===== config.mk =====
export PLATFORM = sky130hd
export DESIGN_NAME = core_address_generation
export DESIGN_NICKNAME = d
export VERILOG_FILES = /design/src/logic/core_address_generation.v /design/src/logic/pointer_stepper.v
export VERILOG_INCLUDE_DIRS = /design/src /design/src/shared
export SDC_FILE = /design/constraint.sdc
export NUM_CORES = 1
export LEC_CHECK = 0
export BUFFER_PORTS_ARGS = -buffer_cell sky130_fd_sc_hd__buf_2
export CORE_MARGIN = 3
export CORE_UTILIZATION = 50
export CTS_CLUSTER_SIZE = 40
export DETAILED_ROUTE_END_ITERATION = 16
export GPL_TIMING_DRIVEN = 0
export PLACE_DENSITY_LB_ADDON = 0.12
export SYNTH_ARGS = -nofsm -noshare
export SYNTH_HDL_FRONTEND = slang
export SYNTH_HIERARCHICAL = 1
export SYNTH_SLANG_ARGS = --single-unit

===== constraint.sdc =====
create_clock -name sys_clk_in -period 2.4 [get_ports sys_clk_in]
set_input_delay 0.24 -clock sys_clk_in [delete_from_list [all_inputs] [get_ports sys_clk_in]]
set_output_delay 0.24 -clock sys_clk_in [all_outputs]
set_load 0.05 [all_outputs]

===== src/shared/core_addr_regs.vh =====
/*
  Constants for the core address-generation block: bus register offsets,
  field positions, reset values and decoder operation codes.
  Assumes inclusion by bare name from the design files.
*/
`ifndef CORE_ADDR_REGS_VH
`define CORE_ADDR_REGS_VH

// ----------------------------------------------------------------------------
// register byte offsets
// ----------------------------------------------------------------------------
`define OFS_PTR_ZERO   6'h00
`define OFS_PTR_ONE    6'h04
`define OFS_ALU_STAT   6'h08
`define OFS_BANK_SEL   6'h0C
`define OFS_TBLPTR_LO  6'h10
`define OFS_TBLPTR_HI  6'h14
`define OFS_TABLE_HOLDING_LATCH_LO   6'h18
`define OFS_TABLE_HOLDING_LATCH_HI   6'h1C
`define OFS_PC_LOW     6'h20
`define OFS_PC_LATCH   6'h24
`define OFS_PC_HIGH    6'h28
`define OFS_CONTROL    6'h2C

// ----------------------------------------------------------------------------
// fields and reset values
// ----------------------------------------------------------------------------
`define STAT_ZERO_BIT  4
`define CTRL_EXT_BIT   0
`define RST_BYTE       8'h00
`define RST_WORD       16'h0000
`define RST_STEP       4'hF
`define STEP_DEC       2'h0
`define STEP_INC       2'h1
`define RESP_OKAY      2'h0
`define RESP_SLVERR    2'h2

// ----------------------------------------------------------------------------
// data map
// ----------------------------------------------------------------------------
`define ADDR_PORT_ZERO 8'h00
`define ADDR_PORT_ONE  8'h08
`define ADDR_PERI_LO   8'h10
`define ADDR_PERI_HI   8'h17
`define ADDR_RAM_LO    8'h20
`define PERI_BANKS     4'h4
`define RAM_BANKS      4'h2

// ----------------------------------------------------------------------------
// decoder operations
// ----------------------------------------------------------------------------
`define OP_NOP         4'h0
`define OP_FETCH       4'h1
`define OP_IND_READ    4'h2
`define OP_IND_WRITE   4'h3
`define OP_PCL_READ    4'h4
`define OP_PCL_WRITE   4'h5
`define OP_LONG_CALL   4'h6
`define OP_JUMP        4'h7
`define OP_RETURN      4'h8
`define OP_RET_KEEP    4'h9
`define OP_VECTOR      4'hA
`define OP_TBL_ACCESS  4'hB
`define OP_LATCH_WRITE 4'hC
`define OP_LATCH_READ  4'hD
`define OP_TBL_FILL    4'hE

`endif


===== src/logic/core_address_generation.v =====
/*
  Address generation of an 8-bit core: indirect pointers, bank select,
  table pointer and latch, program counter with high-byte holding latch.
  Assumes the instruction decoder issues one operation per cycle on
  op_valid_in, and software reaches the registers over AXI4-Lite.
*/
// Our own choices: the placing of the registers and the AXI4-Lite interface to the registers.
// How it works
// - indirect ports address data via paired pointer
// - 8-bit pointers; bank register picks bank
// - access to indirect port itself is null
// - status field pairs select pointer step mode
// - pointer stepping leaves status flags alone
// - zero pointer: read zero, write nop
// - indirect moves finish in one cycle
// - two bytes form 16-bit table pointer
// - 16-bit table latch with byte access
// - 16-bit counter, high byte via holding latch
// - counter increments per fetch except jumps
// - skip runs as forced no-operation fetch
// - long call: latch to high, opcode low
// - decoder low-byte read copies high into latch; bus read of the low byte does not
// - low-byte write loads latch into high
// - read-modify-write also loads latch into high
// - paged jump loads 13 bits, updates latch
// - latch kept by long call, keep-return, vectors; plain return loads old high byte
// - bank nibbles choose peripheral and RAM bank
// - unimplemented bank: read zero, write dropped
// - table access external only in extended mode
// - word moves split into latch and access
`timescale 1ns/1ps
`include "core_addr_regs.vh"

module core_address_generation
(
  input  wire        sys_clk_in,
  input  wire        arst_n_in,
  input  wire        ce_in,
  input  wire        op_valid_in,
  input  wire [3:0]  op_code_in,
  input  wire        ind_sel_in,
  input  wire [15:0] opcode_in,
  input  wire [7:0]  bus_data_in,
  input  wire [15:0] stack_top_in,
  input  wire [15:0] vector_in,
  input  wire [15:0] prog_data_in,
  output reg  [15:0] pc_out,
  output reg  [7:0]  rd_data_out,
  output reg  [7:0]  data_addr_out,
  output reg  [3:0]  bank_out,
  output reg         access_null_out,
  output reg         zero_set_out,
  output reg         bank_unimpl_out,
  output reg  [15:0] prog_addr_out,
  output reg         prog_external_out,
  input  wire [31:0] s_axi_awaddr,
  input  wire        s_axi_awvalid,
  output reg         s_axi_awready,
  input  wire [31:0] s_axi_wdata,
  input  wire [3:0]  s_axi_wstrb,
  input  wire        s_axi_wvalid,
  output reg         s_axi_wready,
  output reg  [1:0]  s_axi_bresp,
  output reg         s_axi_bvalid,
  input  wire        s_axi_bready,
  input  wire [31:0] s_axi_araddr,
  input  wire        s_axi_arvalid,
  output reg         s_axi_arready,
  output reg  [31:0] s_axi_rdata,
  output reg  [1:0]  s_axi_rresp,
  output reg         s_axi_rvalid,
  input  wire        s_axi_rready
);

  // --------------------------------------------------------------------------
  // state
  // --------------------------------------------------------------------------
  reg  [7:0]  ptr0_q;
  reg  [7:0]  ptr1_q;
  reg  [3:0]  step_q;
  reg         zero_q;
  reg  [7:0]  bank_q;
  reg  [15:0] tblptr_q;
  reg  [15:0] table_holding_latch_q;
  reg  [7:0]  latch_q;
  reg         ext_q;
  reg  [5:0]  aw_addr_q;
  reg  [7:0]  w_data_q;
  reg         w_lane_q;
  reg         aw_got_q;
  reg         w_got_q;

  wire [7:0]  ptr0_next;
  wire [7:0]  ptr1_next;

  // upper pair steps pointer one, lower pair pointer zero
  pointer_stepper u_step_zero
  (
    .ptr_in   (ptr0_q),
    .mode_in  (step_q[1:0]),
    .next_out (ptr0_next)
  );

  pointer_stepper u_step_one
  (
    .ptr_in   (ptr1_q),
    .mode_in  (step_q[3:2]),
    .next_out (ptr1_next)
  );

  // --------------------------------------------------------------------------
  // indirect target decode
  // --------------------------------------------------------------------------
  reg  [7:0]  ind_addr;
  reg         ind_null;
  reg         peri_win;
  reg         ram_win;
  reg         bank_bad;
  reg  [3:0]  sel_bank;

  always @*
  begin
    ind_addr = ind_sel_in ? ptr1_q : ptr0_q;
    ind_null = (ind_addr == `ADDR_PORT_ZERO) || (ind_addr == `ADDR_PORT_ONE);
    peri_win = (ind_addr >= `ADDR_PERI_LO) && (ind_addr <= `ADDR_PERI_HI);
    ram_win  = (ind_addr >= `ADDR_RAM_LO);
    sel_bank = peri_win ? bank_q[3:0] : bank_q[7:4];
    bank_bad = (peri_win && (bank_q[3:0] >= `PERI_BANKS))
             || (ram_win && (bank_q[7:4] >= `RAM_BANKS));
  end

  // --------------------------------------------------------------------------
  // bus handshakes
  // --------------------------------------------------------------------------
  wire aw_take  = s_axi_awvalid & s_axi_awready;
  wire w_take   = s_axi_wvalid & s_axi_wready;
  wire wr_fire  = aw_got_q & w_got_q & ~s_axi_bvalid;
  wire aw_got_d = (aw_got_q | aw_take) & ~wr_fire;
  wire w_got_d  = (w_got_q | w_take) & ~wr_fire;
  wire ar_take  = s_axi_arvalid & s_axi_arready;
  wire rvalid_d = (s_axi_rvalid & ~s_axi_rready) | ar_take;
  wire op_go    = ce_in & op_valid_in;
  wire sw_wr    = wr_fire & w_lane_q;

  reg         rd_hit;
  reg  [7:0]  rd_byte;

  always @*
  begin
    rd_hit  = 1'b1;
    rd_byte = 8'h00;
    case (s_axi_araddr[5:0])
      `OFS_PTR_ZERO:  rd_byte = ptr0_q;
      `OFS_PTR_ONE:   rd_byte = ptr1_q;
      `OFS_ALU_STAT:  rd_byte = {3'h0, zero_q, step_q};
      `OFS_BANK_SEL:  rd_byte = bank_q;
      `OFS_TBLPTR_LO: rd_byte = tblptr_q[7:0];
      `OFS_TBLPTR_HI: rd_byte = tblptr_q[15:8];
      `OFS_TABLE_HOLDING_LATCH_LO:  rd_byte = table_holding_latch_q[7:0];
      `OFS_TABLE_HOLDING_LATCH_HI:  rd_byte = table_holding_latch_q[15:8];
      `OFS_PC_LOW:    rd_byte = pc_out[7:0];
      `OFS_PC_LATCH:  rd_byte = latch_q;
      `OFS_PC_HIGH:   rd_byte = pc_out[15:8];
      `OFS_CONTROL:   rd_byte = {7'h00, ext_q};
      default:        rd_hit  = 1'b0;
    endcase
    if (s_axi_araddr[31:6] != 26'h0000000)
      rd_hit = 1'b0;
  end

  wire wr_hit = (aw_addr_q <= `OFS_CONTROL) && (aw_addr_q[1:0] == 2'h0);

  // --------------------------------------------------------------------------
  // bus slave
  // --------------------------------------------------------------------------
  always @(posedge sys_clk_in or negedge arst_n_in)
  begin
    if (!arst_n_in)
    begin
      s_axi_awready <= 1'b0;
      s_axi_wready  <= 1'b0;
      s_axi_bvalid  <= 1'b0;
      s_axi_bresp   <= `RESP_OKAY;
      s_axi_arready <= 1'b0;
      s_axi_rvalid  <= 1'b0;
      s_axi_rresp   <= `RESP_OKAY;
      s_axi_rdata   <= 32'h00000000;
      aw_got_q      <= 1'b0;
      w_got_q       <= 1'b0;
      aw_addr_q     <= 6'h00;
      w_data_q      <= 8'h00;
      w_lane_q      <= 1'b0;
    end
    else if (ce_in)
    begin
      aw_got_q      <= aw_got_d;
      w_got_q       <= w_got_d;
      s_axi_awready <= ~aw_got_d;
      s_axi_wready  <= ~w_got_d;
      s_axi_arready <= ~rvalid_d;
      s_axi_rvalid  <= rvalid_d;
      if (aw_take)
        aw_addr_q <= (s_axi_awaddr[31:6] == 26'h0000000) ? s_axi_awaddr[5:0] : 6'h3F;
      if (w_take)
      begin
        w_data_q <= s_axi_wdata[7:0];
        w_lane_q <= s_axi_wstrb[0];
      end
      if (wr_fire)
      begin
        s_axi_bvalid <= 1'b1;
        s_axi_bresp  <= wr_hit ? `RESP_OKAY : `RESP_SLVERR;
      end
      else if (s_axi_bready)
        s_axi_bvalid <= 1'b0;
      if (ar_take)
      begin
        s_axi_rdata <= {24'h000000, rd_byte};
        s_axi_rresp <= rd_hit ? `RESP_OKAY : `RESP_SLVERR;
      end
    end
  end

  // --------------------------------------------------------------------------
  // pointers, status, bank, table path
  // --------------------------------------------------------------------------
  wire ind_op = op_go && ((op_code_in == `OP_IND_READ) || (op_code_in == `OP_IND_WRITE));

  always @(posedge sys_clk_in or negedge arst_n_in)
  begin
    if (!arst_n_in)
    begin
      ptr0_q            <= `RST_BYTE;
      ptr1_q            <= `RST_BYTE;
      step_q            <= `RST_STEP;
      zero_q            <= 1'b0;
      bank_q            <= `RST_BYTE;
      tblptr_q          <= `RST_WORD;
      table_holding_latch_q           <= `RST_WORD;
      ext_q             <= 1'b0;
      data_addr_out     <= `RST_BYTE;
      bank_out          <= 4'h0;
      access_null_out   <= 1'b0;
      zero_set_out      <= 1'b0;
      bank_unimpl_out   <= 1'b0;
      prog_addr_out     <= `RST_WORD;
      prog_external_out <= 1'b0;
    end
    else if (ce_in)
    begin
      zero_set_out    <= 1'b0;
      access_null_out <= 1'b0;
      bank_unimpl_out <= 1'b0;
      // software writes first, hardware events below take precedence
      if (sw_wr)
      begin
        case (aw_addr_q)
          `OFS_PTR_ZERO:  ptr0_q <= w_data_q;
          `OFS_PTR_ONE:   ptr1_q <= w_data_q;
          `OFS_ALU_STAT:
          begin
            step_q <= w_data_q[3:0];
            zero_q <= w_data_q[`STAT_ZERO_BIT];
          end
          `OFS_BANK_SEL:  bank_q <= w_data_q;
          `OFS_TBLPTR_LO: tblptr_q[7:0] <= w_data_q;
          `OFS_TBLPTR_HI: tblptr_q[15:8] <= w_data_q;
          `OFS_TABLE_HOLDING_LATCH_LO:  table_holding_latch_q[7:0] <= w_data_q;
          `OFS_TABLE_HOLDING_LATCH_HI:  table_holding_latch_q[15:8] <= w_data_q;
          `OFS_CONTROL:   ext_q <= w_data_q[`CTRL_EXT_BIT];
          default:        ext_q <= ext_q;
        endcase
      end
      if (ind_op)
      begin
        // single-cycle resolve of the indirect target
        data_addr_out   <= ind_addr;
        bank_out        <= sel_bank;
        access_null_out <= ind_null;
        bank_unimpl_out <= bank_bad & ~ind_null;
        // null read returns zero and sets zero; null write leaves flags
        if (ind_null && (op_code_in == `OP_IND_READ))
        begin
          zero_q       <= 1'b1;
          zero_set_out <= 1'b1;
        end
        // post-access step, flags untouched even on wrap to zero
        if (ind_sel_in)
          ptr1_q <= ptr1_next;
        else
          ptr0_q <= ptr0_next;
      end
      if (op_go)
      begin
        case (op_code_in)
          `OP_TBL_ACCESS:
          begin
            prog_addr_out     <= tblptr_q;
            prog_external_out <= ext_q;
            if (opcode_in[0])
              tblptr_q <= tblptr_q + 16'h0001;
          end
          `OP_LATCH_WRITE:
            if (opcode_in[8])
              table_holding_latch_q[15:8] <= bus_data_in;
            else
              table_holding_latch_q[7:0] <= bus_data_in;
          `OP_TBL_FILL:   table_holding_latch_q <= prog_data_in;
          default:        table_holding_latch_q <= table_holding_latch_q;
        endcase
      end
    end
  end

  // --------------------------------------------------------------------------
  // program counter and holding latch
  // --------------------------------------------------------------------------
  wire sw_pcl   = sw_wr && (aw_addr_q == `OFS_PC_LOW);
  wire sw_latch = sw_wr && (aw_addr_q == `OFS_PC_LATCH);

  always @(posedge sys_clk_in or negedge arst_n_in)
  begin
    if (!arst_n_in)
    begin
      pc_out      <= `RST_WORD;
      latch_q     <= `RST_BYTE;
      rd_data_out <= `RST_BYTE;
    end
    else if (ce_in)
    begin
      if (sw_latch)
        latch_q <= w_data_q;
      if (sw_pcl)
        pc_out <= {latch_q, w_data_q};
      if (op_go)
      begin
        case (op_code_in)
          // skipped instructions arrive here as a plain fetch
          `OP_FETCH:     pc_out <= pc_out + 16'h0001;
          `OP_PCL_READ:
          begin
            rd_data_out <= pc_out[7:0];
            latch_q     <= pc_out[15:8];
          end
          // plain write and read-modify-write both land here
          `OP_PCL_WRITE: pc_out <= {latch_q, bus_data_in};
          `OP_LONG_CALL: pc_out <= {latch_q, opcode_in[7:0]};
          `OP_JUMP:
          begin
            pc_out[12:0] <= opcode_in[12:0];
            latch_q      <= {pc_out[15:13], opcode_in[12:8]};
          end
          `OP_RETURN:
          begin
            latch_q <= pc_out[15:8];
            pc_out  <= stack_top_in;
          end
          `OP_RET_KEEP:  pc_out <= stack_top_in;
          `OP_VECTOR:    pc_out <= vector_in;
          `OP_LATCH_READ: rd_data_out <= opcode_in[8] ? table_holding_latch_q[15:8] : table_holding_latch_q[7:0];
          default:       pc_out <= pc_out;
        endcase
      end
    end
  end

endmodule // core_address_generation


===== src/logic/pointer_stepper.v =====
/*
  Post-access step of one indirect pointer: decrement, increment or hold.
  Assumes the caller applies the result only after an indirect access.
*/
`timescale 1ns/1ps
`include "core_addr_regs.vh"

module pointer_stepper
(
  input  wire [7:0] ptr_in,
  input  wire [1:0] mode_in,
  output reg  [7:0] next_out
);

  always @*
  begin
    case (mode_in)
      `STEP_DEC: next_out = ptr_in - 8'h01;
      `STEP_INC: next_out = ptr_in + 8'h01;
      default:   next_out = ptr_in;
    endcase
  end

endmodule // pointer_stepper


==> out/qor.yml, run 1 <==
yosys:
  synth_top_family_by_area: "compound AO/OA/AOI/OAI gates"
  synth_cells: 1316
  avgSynthCellArea_um2: 8.73
  yosysUniqueCellTypes: 81
  synth-simple-area-share: 0.171
  synthAdderAreaFrac: 0.0209
  synth-main-ff-cell: "dfrtp_1"
  synth-seq-area-share: 0.344
  synth_mux_area_frac: 0.102
  ys_ff_latch: 158
  syn-cell-area_um2: 11500
  synth-xor-area-share: 0.0168
  synth_warnings: 6
  synth_edf_count: 0
  synth_compound_area_frac: 0.284
  async_flop_share: 1.00
floorplan:
  pin_count: 283
  die_area_um2: 24800
  die_w_um: 158
  start_util: 0.517
  rows: 54
  core-area_um2: 22200
  die_height_um: 158
final_layout:
  drive_gt1_frac: 0.277
  final_cell_mix: "buf_2 (240), dfrtp_1 (152), a21oi_1 (116), nand2_1 (115), o21ai_0 (107)"
  final_common_cell: "buf_2"
  n_fill_cell: 1960
  synthToLayoutAreaGrowth_pct: 22.9
  nets: 1810
power_and_ir_drop:
  power_frac_seq: 0.353
  clkPwrFrac: 0.253
  ir_drop_uv: 457
  p_sw_mw: 4.97
  combPwrFrac: 0.394
  p_int_mw: 5.96
  p_leak_nw: 6.10
  swShare: 0.455
  powerDensity_nw_per_um2: 774
  total_power_mw: 10.9
route:
  viasPerCell: 6.57
  vias: 12500
  final_antenna_net_count: 0
  route.detailed.wl_per_inst_um: 23.7
  drtIter0Drc: 1599
  drc: 0
  routed_wl_um: 45100
  drt-pass1-iter-count: 8
critical_path:
  cp.arrival_ns: 2.71
  critPathMaxStageDelay_ns: 0.58
  worstPathRequired_ns: 2.73
  endpoint_kind: "flip-flop"
  cp_slowest_cell: "dfstp_2"
  path_buf_inv: 1
  crit_family: "simple AND/OR/NAND/NOR gates"
  cp_max_fo: 7
  critPathLaunchType: "flip-flop"
  worstSetupPathType: "flip-flop to flip-flop"
  crit_chain: "nand2_4, buf_6, ha_4, o21ai_4, nor3_2, nor3_1, nor3b_2, xnor2_1, o22a_1, o22a_1"
  crit_path_frequent_cell: "o22a_1"
placed_design:
  detailedPlacementHpwl_um: 33400
  portBuffers: 222
  pre_cts_ws_ns: -0.367
  gp_congestion: 0.975
clock_network:
  cts-root-buf: "clkbuf_16"
  cts_tree: "done"
  path_clk_slew_ns: 0.08
  cts_sinks: 158
  cts.htree.levels: 4
  numCtsBuffers: 17
  clock_latency_ns: 0.43
  cts.path.max_buffers: 2
sta:
  skew_ns: 0.0128
  rsz0062_at_grt: "yes"
  period_share: 0.991
  worst_pin_slew_ns: 1.20
  setup_viol: 0
  layout_min_cycle_time_ns: 2.38
  relSlewSlack: 0.196
  layout_setup_ws_ns: 0.0206
  fmax_ghz: 0.420
  slew_viol_final: 0
  timing_hold_violations_final: 0
min_path:
  hold_class: "primary input to flip-flop"
global_route:
  antenna_found_initial: 1
  overflow: 0
  grt_use_total: 0.350
  grt_pass1_vias: 11400
  grt_max_degree: 107
  grt_pass1_wl_um: 67200
run:
  cap_violations: 0
run_status:
  status: "finished clean"
==> metrics by stage <==
stage | area [um2] | setup TNS [ns] | hold WS, ns | util | cells
global placement | 13100 | -229.02 | 0.455 | 0.587 | 1843
finish | 14100 | 0 | 0.0149 | 0.636 | 1900
global route | 14100 | -0.219 | 0.0184 | 0.636 | 1900
floorplan | 11600 | 0 | -0.0556 | - | 1341
CTS | 13900 | -0.00663 | 0.00745 | 0.625 | 1886
detailed placement | 13100 | -9.65 | 0.206 | 0.589 | 1844
==> cell type report <==
class	count	area, um2	share of cell area
multi-input cells	1033	7160	0.507
flip-flops and latches	158	3960	0.280
repair buffers	250	1370	0.0969
plain buffers	123	602	0.0426
clock buffers	17	425	0.0301
well taps	280	350	0.0248
clock inverters	15	168	0.0119
inverters	23	86.3	0.00611
diodes	1	2.50	0.000177
==> Yosys cell counts, types with 10 or more instances <==
library cell	number	area share
mux2i_1	52	0.045
o22a_1	21	0.016
clkbuf_1	74	0.024
a221oi_1	12	0.0091
o21ai_0	109	0.047
buf_2	19	0.0083
a22oi_1	24	0.016
a21oi_1	119	0.052
dfrtp_1	154	0.34
o2bb2ai_1	30	0.023
nand2b_1	19	0.010
nor2b_1	20	0.011
nand3_1	45	0.020
xnor2_1	12	0.0091
nor3_1	26	0.011
a21o_1	21	0.014
mux2_2	50	0.049
a22o_1	11	0.0084
inv_1	23	0.0075
o22ai_1	18	0.0098
xor2_1	10	0.0076
nand2_1	117	0.038
nand4_1	13	0.0071
nor4_1	15	0.0082
a211oi_1	11	0.0072
nand3b_1	12	0.0078
a2bb2oi_1	18	0.014
buf_4	26	0.017
ha_1	16	0.017
nor2_1	50	0.016
==> registers in the layout, indices dropped and copies added, names as in the netlist, 4 cells and up <==
name / flops
latch_q: 8
bank_q: 8
prog_addr_out: 16
tblptr_q: 16
s_axi_rdata: 8
bank_out: 4
rd_data_out: 8
ptr0_q: 8
aw_addr_q: 6
step_q: 4
data_addr_out: 8
table_holding_latch_q: 16
ptr1_q: 8
w_data_q: 8
pc_out: 16
==> logic make-up (layout without fill, tap and decap cells) <==
| logic type | Yosys count | in the layout |
|---|---|---|
| compound gates | 485 | 485 |
| simple gates | 376 | 376 |
| flops | 158 | 158 |
| buf+inv | 150 | 428 |
| mux | 106 | 106 |
| xor+xnor | 22 | 22 |
| fa+ha+maj | 18 | 18 |
| other cells | 1 | 27 |
==> power groups by stage <==
stage	Clock [mW]	Sequential, mW	Combinational [mW]
3_3_place_gp	0	3.80	4.06
5_1_grt	2.88	3.91	4.56
3_5_place_dp	0	3.82	4.11
6_report	2.76	3.86	4.31
2_1_floorplan	0	4.49	1.94
4_1_cts	2.77	3.78	4.18
==> worst reg2reg max path: cells and delay by family, from the launching register on <==
family / cells / cell delay (ns)
adders and majority gates: 1 / 0.28
and+or+nand+nor: 4 / 0.69
buffers and inverters: 1 / 0.14
xor gates and xnor gates: 1 / 0.11
DFF: 1 / 0.58
AOI/OAI and AO/OA: 3 / 0.46
==> final timing paths <==
check                                start                        end  slack (ns)  cells past startpoint
setup / recovery                 step_q[0]                  ptr0_q[7]        0.02                     10
hold / removal             s_axi_awaddr[1]               aw_addr_q[1]        0.01                      2
setup reg to reg                 step_q[0]                  ptr0_q[7]        0.02                     10
hold reg to reg             rd_data_out[6]             rd_data_out[6]        0.47                      2
max in group asynchronous        arst_n_in                  bank_q[3]        1.12                      3
min in group asynchronous        arst_n_in  table_holding_latch_q[12]        0.34                      2
==> routing by layer <==
layer	routed length (um)	track usage	vias up
li1	-	-	5539
met1	18400	0.495	5981
met2	20400	0.545	824
met3	4640	0.0577	140
met4	1670	0.127	0
met5	0	0	-
==> repair_timing <==
action / in CTS / in global routing
setup buffers: 9 / 17
hold buffers: 1 / 0
pin swaps: 7 / 35
hold endpoints to repair: 52 / 0
resized for setup: 20 / 33
setup endpoints to repair: 55 / 46
No activity file was read; power rests on OpenSTA's default activity.
==> run 2: changes to the inputs <==
--- a/config.mk
+++ b/config.mk
@@ -7,13 +7,16 @@
 export NUM_CORES = 1
 export LEC_CHECK = 0
 export BUFFER_PORTS_ARGS = -buffer_cell sky130_fd_sc_hd__buf_2
+export CELL_PAD_IN_SITES_DETAIL_PLACEMENT = 2
+export CELL_PAD_IN_SITES_GLOBAL_PLACEMENT = 2
 export CORE_MARGIN = 3
-export CORE_UTILIZATION = 50
+export CORE_UTILIZATION = 29
 export CTS_CLUSTER_SIZE = 40
 export DETAILED_ROUTE_END_ITERATION = 16
 export GPL_TIMING_DRIVEN = 0
-export PLACE_DENSITY_LB_ADDON = 0.12
+export PLACE_DENSITY_LB_ADDON = 0.1
 export SYNTH_ARGS = -nofsm -noshare
 export SYNTH_HDL_FRONTEND = slang
 export SYNTH_HIERARCHICAL = 1
 export SYNTH_SLANG_ARGS = --single-unit
+export TNS_END_PERCENT = 10
==> run 2 against run 1 <==
Net effect:
- core utilization decreased by 27 points
- the flow now finishes with violations (negative setup slack)
- clock skew up 0.00072 ns
- cell area up 1.6%
- die area up 69%
- final cell count is 12% higher
- clock power about the same
- largest cell class unchanged
- sequential power is essentially flat
- critical path depth unchanged
- combinational power up 4%
- sequential share of layout area fell by 0.43 points
==> out/qor.yml, run 2 (synthesis gave the netlist of run 1 again) <==
sta:
  worst_pin_slew_ns: 1.23  # +0.0287 ns
  period_share: 1.05  # +0.0615
  layout_min_cycle_time_ns: 2.53  # +0.148 ns
  timing_hold_violations_final: 0  # unchanged
  skew_ns: 0.0136  # +0.000715 ns
  relSlewSlack: 0.177  # -0.0192
  fmax_ghz: 0.396  # -5.8%
  whs_ns: 0.0195  # +0.00462 ns
  rsz0062_at_grt: "yes"
  layout_setup_ws_ns: -0.127  # -0.148 ns
  slew_viol_final: 0  # unchanged
  setup_viol: 5  # +5
final_layout:
  final_common_cell: "buf_2"
  fin_area_um2: 14400  # +1.6%
  drive_gt1_frac: 0.279  # +0.00199
  final_cell_mix: "buf_2 (241), dfrtp_1 (151), a21oi_1 (117), nand2_1 (114), o21ai_0 (107)"
  synthToLayoutAreaGrowth_pct: 24.9
  final_core_util: 0.369  # -0.267
  nets: 1802  # -0.44%
  n_antenna_cell: 0  # -1
critical_path:
  cp.arrival_ns: 2.89  # +0.18 ns
  cp_max_fo: 8  # +1
  critPathLaunchType: "flip-flop"
  worstSetupPathType: "flip-flop to flip-flop"
  worstPathRequired_ns: 2.76  # +0.03 ns
  endpoint_kind: "flip-flop"
clock_network:
  cts.path.max_buffers: 2  # unchanged
  clock_latency_ns: 0.45  # +0.02 ns
  cts.htree.levels: 4  # unchanged
  cts_tree: "done"
  numCtsBuffers: 17  # unchanged
  cts-root-buf: "clkbuf_16"
  cts_sinks: 158  # unchanged
  path_clk_slew_ns: 0.07  # about the same
floorplan:
  rows: 72  # +33%
  pin_count: 283  # unchanged
  die_height_um: 205  # +30%
  core-area_um2: 38900  # +75%
  die_area_um2: 42100  # +69%
  start_util: 0.295  # -0.222
  die_w_um: 205  # +30%
route:
  drtIter0Drc: 712  # -55%
  drt-pass1-iter-count: 5  # -3
  viasPerCell: 5.76  # -12%
  final_antenna_net_count: 0  # unchanged
  vias: 12300  # -1.7%
  drc: 0  # unchanged
  routed_wl_um: 56400  # +25%
  route.detailed.wl_per_inst_um: 26.5  # +12%
global_route:
  overflow: 0  # unchanged
  grt_use_total: 0.265  # -0.0854
  grt_max_degree: 90  # -16%
  grt_pass1_vias: 12900  # +14%
  grt_pass1_wl_um: 84200  # +25%
  antenna_found_initial: 3  # +2
placed_design:
  placed_cell_area_um2: 13400  # +2.3%
  detailedPlacementHpwl_um: 42900  # +28%
  pre_cts_ws_ns: -0.640  # -0.273 ns
  gp_congestion: 0.915  # -6.2%
  portBuffers: 222  # unchanged
power_and_ir_drop:
  powerDensity_nw_per_um2: 775  # +0.19%
  p_leak_nw: 6.08  # -0.24%
  ir_drop_uv: 348  # -24%
  total_power_mw: 11.1  # +1.8%
run_status:
  violations: "negative setup slack"
  status: "complete, but fails checks"
run:
  cap_violations: 0  # unchanged
min_path:
  hold_class: "primary input to flip-flop"
[run 2: stage by stage]
| stage | std cells | TNS, ns |
|---|---|---|
| 2_1_floorplan | 1341 | 0 |
| 3_3_place_gp | 2081 | -287.26 |
| 4_1_cts | 2121 | -0.467 |
| 3_5_place_dp | 2082 | -29.61 |
| 5_1_grt | 2129 | -2.34 |
| 6_report | 2129 | -0.295 |
[run 2: path summary, 6_finish.rpt]
| kind | start | end | slack (ns) | depth (start not counted) |
|---|---|---|---|---|
| setup / recovery | step_q[0] | ptr0_q[6] | -0.13 | 10 |
| hold / removal | s_axi_awaddr[1] | aw_addr_q[1] | 0.02 | 2 |
| max in group asynchronous | arst_n_in | ptr1_q[0] | 1.11 | 3 |
| hold reg to reg | s_axi_rdata[0] | s_axi_rdata[0] | 0.49 | 1 |
| setup reg to reg | step_q[0] | ptr0_q[6] | -0.13 | 10 |
| min in group asynchronous | arst_n_in | pc_out[10] | 0.36 | 2 |
[run 2: critical path, cell delays in order (launching register included)]
cell       delay (ns)
dfstp_2          0.60
nand2_4          0.10
buf_4            0.15
fa_2             0.35
a21o_1           0.17
a21oi_2          0.17
nor2b_2          0.07
or4_4            0.42
nand3_2          0.10
o22ai_1          0.10
a2bb2oi_1        0.21
[run 2: per-layer routing]
metal | global-route usage | vias to the layer above | wire (um)
li1 | - | 5504 | -
met1 | 0.359 | 6309 | 25600
met2 | 0.435 | 368 | 26500
met3 | 0.0397 | 81 | 2710
met4 | 0.0832 | 6 | 1650
met5 | 0 | - | 34
[run 2: layout make-up]
type / count / area, um2
repair buffers: 238 / 1270
plain buffers: 127 / 632
clock inverters: 14 / 131
flip-flops and latches: 158 / 3960
inverters: 23 / 88.8
clock buffers: 18 / 439
multi-input cells: 1033 / 7180
well taps: 518 / 648
fillers: 4484 / 24600
[run 2: power by group]
group	total [mW]	internal, mW	switching [mW]
combinational	4.48	1.39	3.08
clock	2.76	1.47	1.29
sequential	3.89	3.14	0.741
total	11.1	6.01	5.12
[run 2: timing repair]
action | CTS | global route
endpoints found under the hold margin | 71 | 0
endpoints found under the setup margin | 72 | 65
buffers inserted | 4 | 8
gates resized for setup | 27 | 44
pin swaps | 3 | 19
hold buffers | 3 | 0
==> run 3: changes to the inputs <==
--- a/config.mk
+++ b/config.mk
@@ -10,7 +10,7 @@
 export CELL_PAD_IN_SITES_DETAIL_PLACEMENT = 2
 export CELL_PAD_IN_SITES_GLOBAL_PLACEMENT = 2
 export CORE_MARGIN = 3
-export CORE_UTILIZATION = 29
+export CORE_UTILIZATION = 32
 export CTS_CLUSTER_SIZE = 40
 export DETAILED_ROUTE_END_ITERATION = 16
 export GPL_TIMING_DRIVEN = 0
==> constraint.sdc (replaced) <==
create_clock -name sys_clk_in -period 2.6 [get_ports sys_clk_in]
set_input_delay 0.26 -clock sys_clk_in [delete_from_list [all_inputs] [get_ports sys_clk_in]]
set_output_delay 0.26 -clock sys_clk_in [all_outputs]
set_load 0.05 [all_outputs]
==> run 3 against run 2 <==
Net effect:
- the run now ends clean
- critical path type unchanged
- highest routed layer unchanged
- count of clock-buffer cells in the layout increased by 5
- clock power decreased by 9.4%
- sequential power decreased by 7.2%
- fmax decreased by 2.3%
- via count increased by 1.2%
- worst hold slack improved by 0.0089 ns
- non-clock buffer count decreased by 6
- total power decreased by 8.8%
==> out/qor.yml, run 3 (synthesis gave the netlist of run 1 again) <==
run_status:
  status: "finished clean"
critical_path:
  worstPathRequired_ns: 2.92  # +0.16 ns
  r2r_slack_ns: 0.01  # +0.14 ns
  crit_path_frequent_cell: "o22a_1"
  worstSetupPathType: "flip-flop to flip-flop"
  endpoint_kind: "flip-flop"
  critPathLaunchType: "flip-flop"
  timing.rr.start: "step_q[1]"
  critPathMaxStageDelay_ns: 0.62  # +0.02 ns
  reg2regPathDepth: 10  # unchanged
  cp_max_fo: 8  # unchanged
  cp.arrival_ns: 2.91  # +0.02 ns
  crit_chain: "inv_2, nand2_4, ha_1, a211oi_2, o21bai_1, a21oi_2, xor2_1, o21ai_0, o22a_1, o22a_1"
  rr_endpoint: "ptr0_q[5]"
  cp_slowest_cell: "dfstp_2"
route:
  routed_wl_um: 55800  # -1.2%
  drc: 0  # unchanged
  vias: 12400  # +1.2%
  route.detailed.wl_per_inst_um: 27.1  # +2.2%
  viasPerCell: 6.03  # +4.6%
  final_antenna_net_count: 0  # unchanged
  drt-pass1-iter-count: 5  # unchanged
  drtIter0Drc: 892  # +25%
final_layout:
  nets: 1796  # -0.33%
  fin_area_um2: 14100  # -2.1%
  final_core_util: 0.402  # +0.0331
  drive_gt1_frac: 0.256  # -0.0231
  final_cell_mix: "buf_2 (240), dfrtp_1 (154), a21oi_1 (117), nand2_1 (115), o21ai_0 (107)"
  synthToLayoutAreaGrowth_pct: 22.3
  fin_cells: 2060  # -3.2%
  final_common_cell: "buf_2"
floorplan:
  pin_count: 283  # unchanged
  die_area_um2: 38200  # -9.1%
  start_util: 0.329  # +0.0334
  die_height_um: 196  # -4.7%
  core-area_um2: 35000  # -10%
  die_w_um: 196  # -4.7%
  rows: 68  # -5.6%
global_route:
  grt_pass1_wl_um: 83500  # -0.75%
  overflow: 0  # unchanged
  grt_use_total: 0.284  # +0.0192
  grt_max_degree: 106  # +18%
  antenna_found_initial: 5  # +2
  grt_pass1_vias: 13100  # +1.1%
clock_network:
  cts_tree: "done"
  path_clk_slew_ns: 0.07  # about the same
  clock_latency_ns: 0.45  # about the same
  cts.path.max_buffers: 2  # unchanged
  cts.htree.levels: 4  # unchanged
  numCtsBuffers: 17  # unchanged
  cts_sinks: 158  # unchanged
  cts-root-buf: "clkbuf_16"
sta:
  skew_ns: 0.0210  # +0.00746 ns
  slew_viol_final: 0  # unchanged
  worst_pin_slew_ns: 1.17  # -0.0582 ns
  rsz0062_at_grt: "yes"
  relSlewSlack: 0.216  # +0.0389
  fmax_ghz: 0.387  # -2.3%
  timing_hold_violations_final: 0  # unchanged
  period_share: 0.994  # -0.0585
  layout_min_cycle_time_ns: 2.59  # +0.0585 ns
  setup_viol: 0  # -5
min_path:
  min_from: "s_axi_awaddr[5]"
  hold_class: "primary input to flip-flop"
  holdPathStages: 2  # unchanged
  holdPathEnd: "aw_addr_q[5]"
placed_design:
  portBuffers: 222  # unchanged
  gp_congestion: 0.948  # +3.6%
  placed_cell_area_um2: 13300  # -0.59%
  dp.cells: 2019  # -3.0%
  detailedPlacementHpwl_um: 42400  # -1.2%
run:
  cap_violations: 0  # unchanged
power_and_ir_drop:
  p_leak_nw: 5.97  # -1.9%
  powerDensity_nw_per_um2: 722  # -6.9%
  ir_drop_uv: 401  # +15%
-- run 3: how the worst max path moves through the flow --
| stage | start | end | slack, ns | depth (start not counted) |
|---|---|---|---|---|
| final | step_q[1] | ptr0_q[5] | 0.01 | 10 |
| after global routing | step_q[1] | ptr0_q[5] | -0.11 | 10 |
| after CTS | step_q[0] | ptr0_q[6] | -0.10 | 9 |
| after detailed placement | aw_addr_q[2] | latch_q[0] | -0.36 | 5 |
| after global placement | arst_n_in | ptr0_q[2] | -1.45 | 1 |
| after floorplan | step_q[1] | ptr0_q[7] | 0.21 | 10 |
-- run 3: critical path, delay by kind of cell (launching register included) --
family,cells,cell delay (ns)
DFF,1,0.62
and+or+nand+nor,1,0.12
adders and majority gates,1,0.27
AOI/OAI and AO/OA,6,1.17
buffers and inverters,1,0.08
xor gates and xnor gates,1,0.20
-- run 3: through the flow --
step	hold slack (ns)	TNS (ns)	worst slack (ns)	power [mW]
2_1_floorplan	-0.0356	0	0.208	5.94
3_3_place_gp	0.466	-229.65	-1.45	7.46
3_5_place_dp	0.213	-10.09	-0.356	7.58
4_1_cts	0.0223	-0.104	-0.104	10.1
5_1_grt	0.0263	-0.419	-0.106	10.6
6_report	0.0284	0	0.0145	10.1
-- run 3: power by group --
group          internal [mW]  switching (mW)
clock                   1.39            1.11
combinational           1.24            2.79
sequential              2.90           0.710
-- run 3: cell type report --
class / count / area (um2)
Tap cell: 455 / 569
Multi-Input combinational cell: 1033 / 7030
Clock buffer: 23 / 478
Antenna cell: 1 / 2.50
Timing Repair Buffer: 234 / 1230
Sequential cell: 158 / 3960
Inverter: 23 / 86.3
Clock inverter: 8 / 82.6
Buffer: 125 / 608
Fill cell: 4000 / 20900
-- run 3: what timing repair did --
action                                 CTS  global route
hold buffers                             1             0
buffers inserted                         0            10
setup endpoints to repair               47            35
pin swaps                                0            13
endpoints found under the hold margin   53             0
resized for setup                       12            14
-- run 3: per-layer routing --
metal | vias to the layer above | global-route usage | routed length (um)
li1 | 5491 | - | -
met1 | 6381 | 0.385 | 24400
met2 | 458 | 0.465 | 26200
met4 | 4 | 0.0866 | 1550
met3 | 82 | 0.0471 | 3560
met5 | - | 0 | 37
